**config.mk**
```make
export PLATFORM = sky130hd
export DESIGN_NAME = nvmcb_top
export DESIGN_NICKNAME = d
export VERILOG_FILES = /design/src/nvmcb_pkg.sv /design/src/nvmcb_fast_prog.sv /design/src/nvmcb_top.sv
export SDC_FILE = /design/constraint.sdc
export NUM_CORES = 1
export LEC_CHECK = 0
export BUFFER_PORTS_ARGS = -buffer_cell sky130_fd_sc_hd__buf_2
export CAP_MARGIN = 40
export CORE_UTILIZATION = 46
export CTS_CLUSTER_SIZE = 16
export DETAILED_ROUTE_END_ITERATION = 8
export PLACE_DENSITY_LB_ADDON = 0.15
export SLEW_MARGIN = 10
export SYNTH_ARGS = -nofsm -noshare
export SYNTH_HDL_FRONTEND = slang
export SYNTH_SLANG_ARGS = --single-unit
```
**constraint.sdc**
```tcl
create_clock -name core_clk -period 3.71 [get_ports core_clk]
set_input_delay 0.371 -clock core_clk [delete_from_list [all_inputs] [get_ports core_clk]]
set_output_delay 0.371 -clock core_clk [all_outputs]
set_load 0.005 [all_outputs]
```
**src/nvmcb_pkg.sv**
```systemverilog
// Behaviour
// - Two nonvolatile bits, set/clear commands only
// - Bit 0 set enables brownout detector
// - Erase pin clears bit 0
// - Bit 1 drives brownout reset enable
// - Erase pin clears brownout reset enable
// - Eight factory calibration bits, never modified
// - Fast mode only with all straps high
// - Fast interface over JTAG or parallel handshake
// - Fast interface accepts seven programmer commands
package nvmcb_pkg;
    localparam logic [7:0] ADDR_CTRL = 8'h00;
    localparam logic [7:0] ADDR_STAT = 8'h04;
    localparam logic [7:0] ADDR_CAL = 8'h08;
    localparam logic [7:0] ADDR_FPCMD = 8'h0c;
    localparam int CMD_SET_POS = 0;
    localparam int CMD_CLR_POS = 1;
    localparam int CMD_BIT_POS = 8;
    localparam int NVM_BITS = 2;
    localparam int CAL_BITS = 8;
    localparam logic [1:0] NVM_RESET = 2'h0;
    localparam logic [7:0] CAL_DEFAULT = 8'h80;
    localparam logic [1:0] RESP_OKAY = 2'h0;
    localparam logic [1:0] RESP_SLVERR = 2'h2;

    typedef enum logic [2:0]
    {
        FP_READ = 3'h0,
        FP_PAGE_PROG = 3'h1,
        FP_PAGE_ERASE = 3'h2,
        FP_FULL_ERASE = 3'h3,
        FP_LOCK = 3'h4,
        FP_UNLOCK = 3'h5,
        FP_PROTECT = 3'h6
    } nvmcb_fpcmd_type;

    typedef struct packed
    {
        logic testStrapPin;
        logic portStrapPinLow;
        logic portStrapPinHigh;
    } nvmcb_strap_type;
endpackage : nvmcb_pkg

```
**src/nvmcb_fast_prog.sv**
```systemverilog
`timescale 1ns/100ps
module nvmcb_fast_prog
(
    input wire logic core_clk,
    input wire logic reset,
    input wire nvmcb_pkg::nvmcb_strap_type straps,
    input wire logic jtagSelect,
    input wire logic parStrobe,
    input wire logic [2:0] parCmd,
    input wire logic jtagValid,
    input wire logic [2:0] jtagCmd,
    output logic fastMode,
    output logic parAck,
    output logic cmdValid,
    output nvmcb_pkg::nvmcb_fpcmd_type cmdCode,
    output logic cmdBad
);
    import nvmcb_pkg::*;
    typedef struct packed
    {
        logic mode;
        logic ack;
        logic valid;
        nvmcb_fpcmd_type code;
        logic bad;
    } nvmcb_fp_type;
    nvmcb_fp_type st_q, st_d;
    logic [2:0] raw;
    logic take;

    always_comb
    begin
        st_d = st_q;
        st_d.valid = 1'b0;
        st_d.bad = 1'b0;
        // All three straps must be high for fast mode
        st_d.mode = straps.testStrapPin & straps.portStrapPinLow
            & straps.portStrapPinHigh;
        raw = jtagSelect ? jtagCmd : parCmd;
        take = 1'b0;
        if (st_q.mode && jtagSelect && jtagValid)
        begin
            take = 1'b1;
        end
        // Parallel port: strobe raises ack, strobe low drops it
        if (st_q.mode && !jtagSelect && parStrobe && !st_q.ack)
        begin
            take = 1'b1;
            st_d.ack = 1'b1;
        end
        if (!parStrobe || !st_q.mode)
        begin
            st_d.ack = 1'b0;
        end
        if (take)
        begin
            if (raw <= 3'h6)
            begin
                st_d.valid = 1'b1;
                st_d.code = nvmcb_fpcmd_type'(raw);
            end
            else
            begin
                st_d.bad = 1'b1;
            end
        end
    end

    always_ff @(posedge core_clk)
    begin
        if (reset)
        begin
            st_q <= '{1'b0, 1'b0, 1'b0, FP_READ, 1'b0};
        end
        else
        begin
            st_q <= st_d;
        end
    end

    assign fastMode = st_q.mode;
    assign parAck = st_q.ack;
    assign cmdValid = st_q.valid;
    assign cmdCode = st_q.code;
    assign cmdBad = st_q.bad;
endmodule : nvmcb_fast_prog

```
**src/nvmcb_top.sv**
```systemverilog
// Our own choices: the AXI4-Lite register port and the register offsets.
`timescale 1ns/100ps
module nvmcb_top
#(
    parameter logic [7:0] CAL_VALUE = nvmcb_pkg::CAL_DEFAULT
)
(
    input wire logic core_clk,
    input wire logic reset,
    input wire logic [7:0] s_axi_awaddr,
    input wire logic s_axi_awvalid,
    output logic s_axi_awready,
    input wire logic [31:0] s_axi_wdata,
    input wire logic [3:0] s_axi_wstrb,
    input wire logic s_axi_wvalid,
    output logic s_axi_wready,
    output logic [1:0] s_axi_bresp,
    output logic s_axi_bvalid,
    input wire logic s_axi_bready,
    input wire logic [7:0] s_axi_araddr,
    input wire logic s_axi_arvalid,
    output logic s_axi_arready,
    output logic [31:0] s_axi_rdata,
    output logic [1:0] s_axi_rresp,
    output logic s_axi_rvalid,
    input wire logic s_axi_rready,
    input wire logic erasePin,
    input wire logic brownoutDetected,
    input wire nvmcb_pkg::nvmcb_strap_type straps,
    input wire logic jtagSelect,
    input wire logic parStrobe,
    input wire logic [2:0] parCmd,
    input wire logic jtagValid,
    input wire logic [2:0] jtagCmd,
    output logic brownoutDetectorEnable,
    output logic brownoutResetEnable,
    output logic brownoutResetRequest,
    output logic [7:0] calibrationBits,
    output logic fastMode,
    output logic parAck,
    output logic fpCmdValid,
    output nvmcb_pkg::nvmcb_fpcmd_type fpCmdCode
);
    import nvmcb_pkg::*;

    typedef struct packed
    {
        logic [1:0] nvm;
        logic awHeld;
        logic [7:0] awAddr;
        logic wHeld;
        logic [31:0] wData;
        logic [3:0] wStrb;
        logic bValid;
        logic [1:0] bResp;
        logic rValid;
        logic [31:0] rData;
        logic [1:0] rResp;
        logic bdEn;
        logic brEn;
        logic rstReq;
        logic [2:0] lastCmd;
        logic badSeen;
        logic awRdy;
        logic wRdy;
        logic arRdy;
        logic [7:0] cal;
    } nvmcb_state_type;

    // Power-up value of the cells; reset leaves them alone
    nvmcb_state_type st_q = '{nvm: NVM_RESET, default: '0};
    nvmcb_state_type st_d;
    logic fpMode, fpAck, fpValid, fpBad;
    nvmcb_fpcmd_type fpCode;

    nvmcb_fast_prog u_fast_prog
    (
        .core_clk(core_clk),
        .reset(reset),
        .straps(straps),
        .jtagSelect(jtagSelect),
        .parStrobe(parStrobe),
        .parCmd(parCmd),
        .jtagValid(jtagValid),
        .jtagCmd(jtagCmd),
        .fastMode(fpMode),
        .parAck(fpAck),
        .cmdValid(fpValid),
        .cmdCode(fpCode),
        .cmdBad(fpBad)
    );

    function automatic logic mapped(input logic [7:0] a);
        mapped = (a == ADDR_CTRL) || (a == ADDR_STAT)
            || (a == ADDR_CAL) || (a == ADDR_FPCMD);
    endfunction : mapped

    always_comb
    begin
        st_d = st_q;
        if (s_axi_awvalid && !st_q.awHeld)
        begin
            st_d.awHeld = 1'b1;
            st_d.awAddr = s_axi_awaddr;
        end
        if (s_axi_wvalid && !st_q.wHeld)
        begin
            st_d.wHeld = 1'b1;
            st_d.wData = s_axi_wdata;
            st_d.wStrb = s_axi_wstrb;
        end
        if (st_q.bValid && s_axi_bready)
        begin
            st_d.bValid = 1'b0;
        end
        // Write completes once both halves held and no response pending
        if (st_q.awHeld && st_q.wHeld && !st_q.bValid)
        begin
            st_d.awHeld = 1'b0;
            st_d.wHeld = 1'b0;
            st_d.bValid = 1'b1;
            st_d.bResp = RESP_OKAY;
            if (st_q.awAddr == ADDR_CTRL)
            begin
                // Only set/clear commands touch the bits; no direct write
                if (st_q.wStrb[0] && st_q.wData[CMD_SET_POS])
                begin
                    st_d.nvm[st_q.wData[CMD_BIT_POS]] = 1'b1;
                end
                else if (st_q.wStrb[0] && st_q.wData[CMD_CLR_POS])
                begin
                    st_d.nvm[st_q.wData[CMD_BIT_POS]] = 1'b0;
                end
            end
            else if (!mapped(st_q.awAddr) || st_q.awAddr == ADDR_CAL)
            begin
                // Calibration is read-only; writes refused
                st_d.bResp = RESP_SLVERR;
            end
        end
        if (st_q.rValid && s_axi_rready)
        begin
            st_d.rValid = 1'b0;
        end
        if (s_axi_arvalid && !st_q.rValid)
        begin
            st_d.rValid = 1'b1;
            st_d.rResp = RESP_OKAY;
            st_d.rData = 32'h0;
            unique case (s_axi_araddr)
                ADDR_CTRL: st_d.rData = {30'h0, st_q.nvm};
                ADDR_STAT: st_d.rData = {26'h0, st_q.badSeen, fpMode,
                    st_q.rstReq, st_q.brEn, st_q.bdEn, brownoutDetected};
                ADDR_CAL: st_d.rData = {24'h0, CAL_VALUE};
                ADDR_FPCMD: st_d.rData = {29'h0, st_q.lastCmd};
                default: st_d.rResp = RESP_SLVERR;
            endcase
        end
        if (fpValid)
        begin
            st_d.lastCmd = fpCode;
        end
        if (fpBad)
        begin
            st_d.badSeen = 1'b1;
        end
        // Erase wins over any command in the same cycle
        if (erasePin)
        begin
            st_d.nvm[0] = 1'b0;
            st_d.nvm[1] = 1'b0;
        end
        st_d.bdEn = st_d.nvm[0];
        st_d.brEn = st_d.nvm[1];
        st_d.rstReq = st_q.bdEn & brownoutDetected & st_q.brEn;
        // Readies registered so every bus output leaves a flop
        st_d.awRdy = !st_d.awHeld;
        st_d.wRdy = !st_d.wHeld;
        st_d.arRdy = !st_d.rValid;
        st_d.cal = CAL_VALUE;
    end

    // Reset clears bus flags, responses, rstReq, badSeen and lastCmd but not held address/data; the bits model nonvolatile cells
    always_ff @(posedge core_clk)
    begin
        if (reset)
        begin
            st_q.awHeld <= 1'b0;
            st_q.wHeld <= 1'b0;
            st_q.bValid <= 1'b0;
            st_q.rValid <= 1'b0;
            st_q.rstReq <= 1'b0;
            st_q.badSeen <= 1'b0;
            st_q.awAddr <= st_d.awAddr;
            st_q.wData <= st_d.wData;
            st_q.wStrb <= st_d.wStrb;
            st_q.bResp <= RESP_OKAY;
            st_q.rData <= 32'h0;
            st_q.rResp <= RESP_OKAY;
            st_q.lastCmd <= 3'h0;
            st_q.nvm <= st_q.nvm;
            st_q.bdEn <= st_q.nvm[0];
            st_q.brEn <= st_q.nvm[1];
            st_q.awRdy <= 1'b1;
            st_q.wRdy <= 1'b1;
            st_q.arRdy <= 1'b1;
            st_q.cal <= CAL_VALUE;
        end
        else
        begin
            st_q <= st_d;
        end
    end

    assign s_axi_awready = st_q.awRdy;
    assign s_axi_wready = st_q.wRdy;
    assign s_axi_bvalid = st_q.bValid;
    assign s_axi_bresp = st_q.bResp;
    assign s_axi_arready = st_q.arRdy;
    assign s_axi_rvalid = st_q.rValid;
    assign s_axi_rdata = st_q.rData;
    assign s_axi_rresp = st_q.rResp;
    assign brownoutDetectorEnable = st_q.bdEn;
    assign brownoutResetEnable = st_q.brEn;
    assign brownoutResetRequest = st_q.rstReq;
    assign calibrationBits = st_q.cal;
    assign fastMode = fpMode;
    assign parAck = fpAck;
    assign fpCmdValid = fpValid;
    assign fpCmdCode = fpCode;
endmodule : nvmcb_top

```
# Yosys cells after proc, flatten, opt, wreduce, memory -nomap -nowiden
# Cells that the tools add are included.
# word_totals
register_bits	111
in_bits	73
out_inout_bits	58
word_cells	107
# classes
magnitude_cmp	3
eq_ne	6
mux	26
bitwise	8
n_reduce_logical	39
# ops
op	n
$mux 37	1
$mux 35	1
$eq 8x4->1 const B	4
$pmux 8 s4	1
$mux 18	1
$eq 8x3->1 const B	2
$logic_not 8->1	2
$logic_and 1x1->1	15
$mux 2	7
$logic_not 1->1	12
$mux 3	4
$mux 9	1
$mux 1	8
$logic_or 1x1->1	5
$and 1x1->1	4
$mux 4	1
$reduce_or 2->1	2
$reduce_or 4->1	1
$le 3x3->1 const B	1
$and 2x2->2	1
$lt 1x2->1 const B	1
$not 2->2	1
$or 2x2->2	1
$reduce_and 2->1	1
other kinds (4)	4

# Depth between registers and ports, before layout
# Gate-level depths: netlist of the first run.
# depth
depth_word	12
depth_mapped	5
mapped_depth_nobuf	4

# Modules after synthesis
# A second synthesis of the first run with hierarchy kept.
# unflattened
hier_cells	192
hier_area_um2	2039.5
# by_module_without_submodules
mod	instances	cells_per_inst	area_per_inst_um2	seq_area_each_um2
nvmcb_top	1	163	1711.6	880.8
nvmcb_fast_prog	1	29	327.8	140.1

# Worst setup path after synthesis of the first run
# No wires, ideal clock.
# synth_timing
path_type	in2reg
start	input jtagSelect
end	register u_fast_prog.st_q, in the netlist u_fast_prog.cmdCode[0]
setup_time_ns	0.086
arrival_time_ns	1.419
t_required_ns	3.624
setup_slack_ns	2.204
path_stages	5
path_buffers	1
cell_sequence	buf_6 > or3b_4 > a21boi_4 > o21ai_2 > a221oi_2
# synth_via
elab_chain_cells	6
word_cells_on_any_way	11
cone_classes	order compare: 1; mux: 3; reduce/logical: 7
# synth_lines
item	line_no	text
start: declaration	nvmcb_top.sv:30	input wire logic jtagSelect,
parallel branches: the longest is 6 deep, another holds $le 3x3->1	-	
end signal: assignment	nvmcb_fast_prog.sv:73	st_q <= '{1'b0, 1'b0, 1'b0, FP_READ, 1'b0};
end signal: assignment	nvmcb_fast_prog.sv:77	st_q <= st_d;
end: declaration	nvmcb_fast_prog.sv:27	nvmcb_fp_type st_q, st_d;
# Several ways; the timed one is not identified.
# A chain may end at the register's enable or synchronous reset.

# Final worst setup path of the first run
# layout_timing
start	register st_q[94] in the netlist's numbering
end	register st_q, in the netlist brownoutDetectorEnable
# layout_via
elab_chain_cells	5
# layout_lines
item	line_no	text
start: declaration	nvmcb_top.sv:71	nvmcb_state_type st_q = '{nvm: NVM_RESET, default: '0};
start signal: assignment	nvmcb_top.sv:211	st_q <= st_d;
$logic_not 8->1	nvmcb_top.sv:123	if (st_q.awAddr == ADDR_CTRL)
$mux 2	nvmcb_top.sv:123	
$mux 3	nvmcb_top.sv:117	if (st_q.awHeld && st_q.wHeld && !st_q.bValid)
$mux 2	nvmcb_top.sv:168	if (erasePin)
$mux 18	nvmcb_top.sv:186	if (reset)
# Every way passes these cells.

==> results of run 1 <==
==> worst max-delay path by stage <==
stage,startpoint,endpoint,slack (ps),cells past startpoint
2_1_floorplan,jtagSelect,u_fast_prog.cmdCode[0],2200,5
3_3_place_gp,s_axi_araddr[7],s_axi_rdata[4],2040,5
3_5_place_dp,s_axi_araddr[7],s_axi_rdata[7],2020,5
4_1_cts,st_q[94],brownoutDetectorEnable,2100,4
5_1_grt,st_q[94],brownoutDetectorEnable,1910,4
6_report,st_q[94],brownoutDetectorEnable,2100,4
==> power groups by stage <==
stage	registers [mW]	logic [mW]	clock network [mW]
finish	0.528	0.0837	0.316
global route	0.530	0.0956	0.348
CTS	0.528	0.0848	0.333
detailed placement	0.539	0.0847	0
global placement	0.539	0.0838	0
floorplan	0.538	0.0775	0
==> cells in the mapped netlist, drive strengths merged, types with 2 or more instances <==
cell    count  area, µm²
a211oi      2       15.0
a21oi      10       50.1
a221oi      2       23.8
a32oi       2       17.5
and4        2       17.5
buf        45        342
clkbuf      7       26.3
conb        2       7.51
dfxtp      30        601
edfxtp     14        420
inv         8       30.0
mux2i       8       80.1
nand2      12       45.0
nand3       6       30.0
nand4       5       31.3
nand4b      2       17.5
nor2       15       56.3
nor2b       6       37.5
nor3        4       31.3
o21ai      11       58.8
or4         2       15.0
==> logic make-up after synthesis <==
| group | count (synthesis) | synth area share [%] |
|---|---|---|
| AOI/OAI and AO/OA | 31 | 10.2 |
| buffers and inverters | 60 | 19.2 |
| DFF | 44 | 49.3 |
| muxes | 8 | 3.87 |
| other | 2 | 0.363 |
| and+or+nand+nor | 62 | 17.1 |
==> worst max-delay path, delay by kind of cell (launching register included) <==
kind / cells / cell delay (ps)
AOI/OAI and AO/OA: 1 / 80
and+or+nand+nor: 3 / 1070
DFF: 1 / 380
==> metrics by stage <==
step           power [mW]  utilization (%)  setup WS (ps)
2_1_floorplan       0.615                -           2200
3_3_place_gp        0.623             51.0           2040
3_5_place_dp        0.624             51.0           2020
4_1_cts             0.945             53.3           2100
5_1_grt             0.974             53.3           1910
6_report            0.928             53.3           2100
==> routing by layer <==
metal | vias to the layer above | track usage, % | routed length [µm]
li1 | 743 | - | -
met1 | 667 | 17.1 | 1430
met2 | 60 | 23.8 | 1620
met3 | 5 | 4.39 | 225
met4 | 0 | 6.80 | 50
met5 | - | 0 | 0
==> area by class of cell <==
class	instances	area, µm²	share of cell area [%]
Sequential cell	44	1020	44.3
Timing Repair Buffer	63	315	13.7
Multi-Input combinational cell	136	774	33.6
Tap cell	52	65.1	2.82
Clock buffer	8	100	4.34
Inverter	8	30.0	1.30
==> impl_metrics.toml, run 1 <==
[status]
status = "complete, no violations"

[finish]
final_cell_mix = "buf_2, conb_1, dfxtp_1"
area_growth_pct = 11.4
post-route-cell-area_um2 = 2310
largest_reg_flops = 20
nFillCells = 415
layout_commonest_cell = "buf_2"
diodes = 0
nNetsFinal = 331
final_cells = 311
drive_gt1_share_pct = 29.3
top_register = "st_q"

[worst_setup_path]
slowest_stage = "or4_1"
critPathMaxStageDelay_ps = 480
cp.arrival_ps = 1820
cp.required_ps = 3930
reg2reg_setup_slack_ps = 2100
worst_r2r_path_depth = 4
crit_chain = "nor4_2 > nand3_1 > or4_1 > o21ai_0"
path_class = "reg2reg"
end_kind = "flop"
critPathLaunchType = "flop"
path_max_fanout = 4
r2r_end = "brownoutDetectorEnable"
r2r-start = "st_q[94]"

[hold_path]
holdPathStages = 1
worstHoldStart = "s_axi_wstrb[0]"
hold_end = "st_q[56]"
hold_class = "in2reg"

[synthesis]
synth_ff_type = "dfxtp_1"
yosysSeqAreaShare_pct = 49.3
synthCells = 207
avgSynthCellArea_um2 = 10.0
synthArstFlopShare_pct = 0
yosysWarnings = 0
synth_area_um2 = 2070
synth-edff-count = 14
synth.distinct_cells = 37
synth.ff_latch_count = 44

[die]
die_h_um = 69.1
die_x_um = 69.1
initial_utilization_pct = 47.9
core_region_area_um2 = 4320
num_io_pins = 131
fp-row-count = 24
die-area_um2 = 4770

[cts]
cts_tree = "done"
numCtsBuffers = 5
htreeDepth = 2
cts_hold_buf = 0
clock-sinks = 44
cts.clk_slew.worst_paths_ps = 80
clk_latency_ps = 290
clock-root-buffer = "clkbuf_8"
clk_path_buf_depth = 2
cts_setup_buffers = 0
cts_resized = 0

[pwr]
seqPwrFrac_pct = 56.9
p_leak_nw = 1.04
comb_power_share_pct = 9.0
p_clk_share_pct = 34.1
irDropWorstVdd_mv = 0.235
cellPowerDensity_nw_per_um2 = 402
p_sw_mw = 0.206
power.internal_mw = 0.722
swShare_pct = 22.2

[sta]
fin_skew_ps = 7.44
max_freq_mhz = 623
fin_crit_sh_pct = 43.3
setup-violations-final = 0
fin_crit_ps = 1610
rsz0062_at_grt = "no"
fin_tns_setup_ps = 0
tightest_slew_ps = 634
whs_ps = 252
slew_viol_final = 0
max_slew_margin_pct = 57.6
hold_viol = 0

[grt]
grt_remaining_overflow = 0
grt_max_degree = 26
grt_pass1_vias = 1280
grt_pass1_wl_um = 5520
antenna_found_initial = 0
grt.total_usage_pct = 14.4

[detailed_routing]
postRouteAntennaNets = 0
avgRoutedWirePerCell_um = 10.7
firstDrtPassIters = 4
route.detailed.drc = 0
initialDrtViolationCount = 61
num_vias = 1475
vias_per_cell = 4.74
wl_um = 3320

[place]
dp_hpwl_um = 2570
io_buffer_count = 63
dpl_cell_area_um2 = 2210
placedCellCount = 303
place.gp.congestion = 0.733

[flow_run]
maxCapViolations = 0
Note: power is estimated with default switching activity, not from simulation.
==> inputs of run 2 (changes only) <==
--- a/config.mk
+++ b/config.mk
@@ -7,7 +7,7 @@
 export LEC_CHECK = 0
 export BUFFER_PORTS_ARGS = -buffer_cell sky130_fd_sc_hd__buf_2
 export CAP_MARGIN = 40
-export CORE_UTILIZATION = 46
+export CORE_UTILIZATION = 38
 export CTS_CLUSTER_SIZE = 16
 export DETAILED_ROUTE_END_ITERATION = 8
 export PLACE_DENSITY_LB_ADDON = 0.15
==> constraint.sdc (replaced) <==
create_clock -name core_clk -period 1.35 [get_ports core_clk]
set_input_delay 0.135 -clock core_clk [delete_from_list [all_inputs] [get_ports core_clk]]
set_output_delay 0.135 -clock core_clk [all_outputs]
set_load 0.005 [all_outputs]
==> run 2 against run 1 <==
Compared with the run above: the flow now finishes with violations (negative setup slack); count of clock-buffer cells in the layout is 1 lower; cell area is 7.1% higher; largest cell class unchanged; clock skew is 0.73 ps higher; largest power group unchanged; critical endpoint is now st_q[103]; core utilization is 5.6 points lower.
==> impl_metrics.toml, run 2 (synthesis gave the netlist of run 1 again) <==
[sta]
fin_skew_ps = 8.16
setup-violations-final = 4
max_freq_mhz = 676
layout_setup_ws_ps = -130
slew_viol_final = 0
fin_crit_sh_pct = 110
fin_crit_ps = 1480
rsz0062_at_grt = "yes"
hold_viol = 0

[pwr]
cellPowerDensity_nw_per_um2 = 1030
p_leak_nw = 1.11
irDropWorstVdd_mv = 0.754

[worst_setup_path]
cp.required_ps = 1400
r2r_end = "st_q[103]"
reg2reg_setup_slack_ps = -130
worst_r2r_path_depth = 4
end_kind = "flop"
critPathBufInv = 0
cp_top_family = "simple AND/OR/NAND/NOR gates"
critPathMaxStageDelay_ps = 410
path_max_fanout = 4
crit_chain = "nor4_4 > nand4_1 > o21ai_1 > o21ai_0"
r2r-start = "st_q[94]"
critPathLaunchType = "flop"
path_class = "reg2reg"
slowest_stage = "edfxtp_1"
cp.arrival_ps = 1530

[detailed_routing]
wl_met2_um = 1730
avgRoutedWirePerCell_um = 10.5
m1WireLength_um = 1590
num_vias = 1496
firstDrtPassIters = 4
wl_um = 3610
initialDrtViolationCount = 26
vias_per_cell = 4.35
wl_met3_um = 255
dr.max_layer_used = "met4"
postRouteAntennaNets = 0
route.detailed.drc = 0

[grt]
grt_max_degree = 14
grt_remaining_overflow = 0
grt.total_usage_pct = 12.4
antenna_found_initial = 0
grt_pass1_wl_um = 5240
grt_pass1_vias = 1223

[finish]
nFillCells = 513
top_register = "st_q"
utilization_pct = 47.8
area_growth_pct = 19.3
post-route-cell-area_um2 = 2470
final_cell_mix = "buf_2, conb_1, dfxtp_1"
drive_gt1_share_pct = 34.3
diodes = 0
largest_reg_flops = 20
layout_commonest_cell = "buf_2"
nNetsFinal = 346

[cts]
numCtsBuffers = 5
cts_tree = "done"
clock-sinks = 44
cts.clk_slew.worst_paths_ps = 80
clk_path_buf_depth = 2
htreeDepth = 2
clock-root-buffer = "clkbuf_8"
clk_latency_ps = 290

[die]
die-area_um2 = 5740
die_h_um = 75.8
initial_utilization_pct = 40.0
die_x_um = 75.8
core_region_area_um2 = 5170
num_io_pins = 131
fp-row-count = 26

[place]
dpl_cell_area_um2 = 2310
place.gp.congestion = 0.741
dp_hpwl_um = 2790
io_buffer_count = 63

[hold_path]
worstHoldStart = "s_axi_awaddr[6]"
hold_end = "st_q[99]"
holdPathStages = 1
hold_class = "in2reg"

[status]
violations = "negative setup slack"
status = "complete, but fails checks"

[flow_run]
maxCapViolations = 0
-- run 2: final cells by class --
class	instances	area, µm²	area share (%)
Sequential cell	44	1020	41.4
Multi-Input combinational cell	136	805	32.6
Timing Repair Buffer	78	433	17.5
Tap cell	70	87.6	3.55
Clock buffer	7	86.3	3.50
Inverter	8	30.0	1.22
Clock inverter	1	6.26	0.253
-- run 2: through the flow --
stage	power [mW]	setup WS (ps)	std cells	TNS, ps	hold WS, ps
final	2.55	-130	344	-468	18.3
after global routing	2.68	-230	344	-897	5.41
after CTS	2.58	-143	339	-552	5.62
after detailed placement	1.74	-145	331	-1250	313
after global placement	1.74	-153	331	-1200	311
after floorplan	1.70	-11.2	240	-11.3	234
-- run 2: how the worst max path moves through the flow --
stage	start	endpoint	depth (start not counted)
global route	st_q[94]	brownoutResetEnable	4
global placement	st_q[97]	brownoutResetEnable	4
floorplan	st_q[97]	brownoutDetectorEnable	4
finish	st_q[94]	st_q[103]	4
CTS	st_q[94]	st_q[103]	4
detailed placement	st_q[97]	st_q[103]	4
-- run 2: worst reg2reg max path, stage by stage, from the launching register on --
cell	delay, ps
edfxtp_1	410
nor4_4	370
nand4_1	200
o21ai_1	160
o21ai_0	90
-- run 2: what timing repair did --
item,in CTS,in global routing
hold buffers,0,2
pin swaps,8,2
resized for setup,5,2
endpoints found under the setup margin,6,8
buffers inserted,0,3
hold endpoints to repair,0,2
-- run 2: layer usage --
metal,up-vias,track usage (%)
met3,4,3.84
met5,-,0
met2,57,20.3
met1,665,14.9
li1,770,-
met4,0,5.56
-- run 2: power by group --
part	total (mW)	switching, mW	internal [mW]
registers	1.46	0.0325	1.42
logic	0.265	0.144	0.121
clock network	0.835	0.418	0.417
==> inputs of run 3 (changes only) <==
--- a/config.mk
+++ b/config.mk
@@ -5,6 +5,7 @@
 export SDC_FILE = /design/constraint.sdc
 export NUM_CORES = 1
 export LEC_CHECK = 0
+export ABC_AREA = 1
 export BUFFER_PORTS_ARGS = -buffer_cell sky130_fd_sc_hd__buf_2
 export CAP_MARGIN = 40
 export CORE_UTILIZATION = 38
==> run 3 against run 2 <==
Compared with the run above: the run now ends clean; flip-flop and latch count unchanged; count of clock-buffer cells in the layout fell by 1; critical path type unchanged; cell area decreased by 1.9%; register-to-register slack better by 290 ps; largest cell class unchanged; fmax increased by 25%; synthesized cell count grew 21%; clock skew down 4.0 ps; clock power rose by 17%.
==> impl_metrics.toml, run 3 <==
[synthesis]
synth_ff_type = "dfxtp_1"
synth_area_leaders = "dfxtp_1, edfxtp_1, buf_4"
synthCells = 250
synth_common_cells = "buf_4, nand2_1, nor2_1, dfxtp_1"
yosysWarnings = 0
yosysTopAreaCell = "dfxtp_1"
synthArstFlopShare_pct = 0
synth.distinct_cells = 24
yosysTopAreaCellShare_pct = 28.7
synth.most_common_cell = "buf_4"
synth.ff_latch_count = 44
yosysSeqAreaShare_pct = 48.8
synth-edff-count = 14
synth_area_um2 = 2090
avgSynthCellArea_um2 = 8.37

[place]
dpl_worst_slack_ps = 115
dp_hpwl_um = 2720
place.gp.congestion = 0.708
placedCellCount = 372
io_buffer_count = 63

[pwr]
p_sw_mw = 0.605
irDropWorstVdd_mv = 0.678
comb_power_share_pct = 9.7
seqPwrFrac_pct = 54.0
p_clk_share_pct = 36.2
power.internal_mw = 2.08
swShare_pct = 22.5
p_leak_nw = 1.22
cellPowerDensity_nw_per_um2 = 1110
total_power_mw = 2.69

[finish]
final_cells = 382
drive_gt1_share_pct = 28.5
largest_reg_flops = 20
nNetsFinal = 384
nFillCells = 556
top_register = "st_q"
diodes = 0
final_cell_mix = "buf_2, nand2_1, conb_1"
area_growth_pct = 15.7
layout_commonest_cell = "buf_2"

[sta]
max_freq_mhz = 843
rsz0062_at_grt = "no"
hold_viol = 0
fin_skew_ps = 4.18
slew_viol_final = 0
fin_crit_ps = 1190
fin_tns_setup_ps = 0
layout_setup_ws_ps = 163
fin_crit_sh_pct = 87.9
setup-violations-final = 0

[worst_setup_path]
critPathLaunchType = "flop"
end_kind = "flop"
path_class = "reg2reg"
cp.arrival_ps = 1230
cp.required_ps = 1400
reg2reg_setup_slack_ps = 160
path_max_fanout = 5

[detailed_routing]
initialDrtViolationCount = 71
postRouteAntennaNets = 0
wl_um = 3570
firstDrtPassIters = 4
route.detailed.drc = 0
vias_per_cell = 4.13
num_vias = 1576
avgRoutedWirePerCell_um = 9.34

[die]
die-area_um2 = 5810
fp-row-count = 26
num_io_pins = 131
die_x_um = 76.2
die_h_um = 76.2
core_region_area_um2 = 5200
initial_utilization_pct = 40.2

[cts]
htreeDepth = 2
numCtsBuffers = 5
clock-sinks = 44
clock-root-buffer = "clkbuf_8"
cts.clk_slew.worst_paths_ps = 80
clk_latency_ps = 290
clk_path_buf_depth = 2
cts_tree = "done"

[grt]
grt_remaining_overflow = 0
antenna_found_initial = 0
grt_max_degree = 20
grt.total_usage_pct = 13.1
grt_pass1_wl_um = 6010
grt_pass1_vias = 1362

[status]
status = "complete, no violations"

[flow_run]
maxCapViolations = 0

[hold_path]
hold_class = "in2reg"
-- run 3: cells by family (layout without fill, tap and decap cells) --
kind of cell           count (synthesis)  count (layout)  share of synthesized area, %
buffers and inverters                 72             101                          21.5
flip-flops                            44              44                          48.8
AND/OR/NAND/NOR                      107             107                          22.5
other                                  2              35                         0.359
AO/OA/AOI/OAI                         25              25                          6.87
-- run 3: per-stage QoR --
step	instance area [µm²]	hold slack [ps]	utilization, %
after CTS	2410	0.146	46.3
after detailed placement	2290	313	44.0
after global routing	2420	4.75	46.5
after global placement	2290	312	44.0
final	2420	13.8	46.5
after floorplan	2220	234	-
-- run 3: final cells by class --
type | instances | area, µm² | share of cell area, %
flip-flops and latches | 44 | 1020 | 42.1
clock buffers | 6 | 72.6 | 3.00
inverters | 24 | 91.3 | 3.77
repair buffers | 69 | 365 | 15.1
multi-input cells | 167 | 749 | 30.9
well taps | 70 | 87.6 | 3.62
clock inverters | 2 | 35.0 | 1.45
-- run 3: power groups by stage --
stage          registers [mW]  logic, mW  clock network [mW]
4_1_cts                  1.45      0.261                1.01
5_1_grt                  1.46      0.302                1.05
2_1_floorplan            1.48      0.223                   0
3_3_place_gp             1.48      0.257                   0
6_report                 1.45      0.261               0.975
3_5_place_dp             1.48      0.258                   0
-- run 3: critical path: stages (launching register included) --
cell      delay (ps)
edfxtp_1         370
nor2_1           120
nand2_1          100
nor2_4           130
nand3_1           90
nand2_1           80
a21oi_1           60
-- run 3: worst paths after layout --
kind | startpoint | end | cells past startpoint
worst min register to register | u_fast_prog.cmdBad | st_q[11] | 2
worst max-delay path | st_q[98] | st_q[102] | 6
worst max register to register | st_q[98] | st_q[102] | 6
worst min-delay path | s_axi_wstrb[0] | st_q[56] | 1
-- run 3: routing by layer --
layer	up-vias	share of wire, %	track usage (%)
met4	0	2.2	6.92
met2	70	42	19.8
met5	-	0	0
met3	7	7.9	3.95
met1	662	48	16.7
li1	837	-	-
-- run 3: repair_timing --
item                                    CTS  global route
setup buffers                             0             0
gates resized for setup                   0             1
endpoints found under the setup margin    0             2
endpoints found under the hold margin     1             1
hold buffers                              1             1
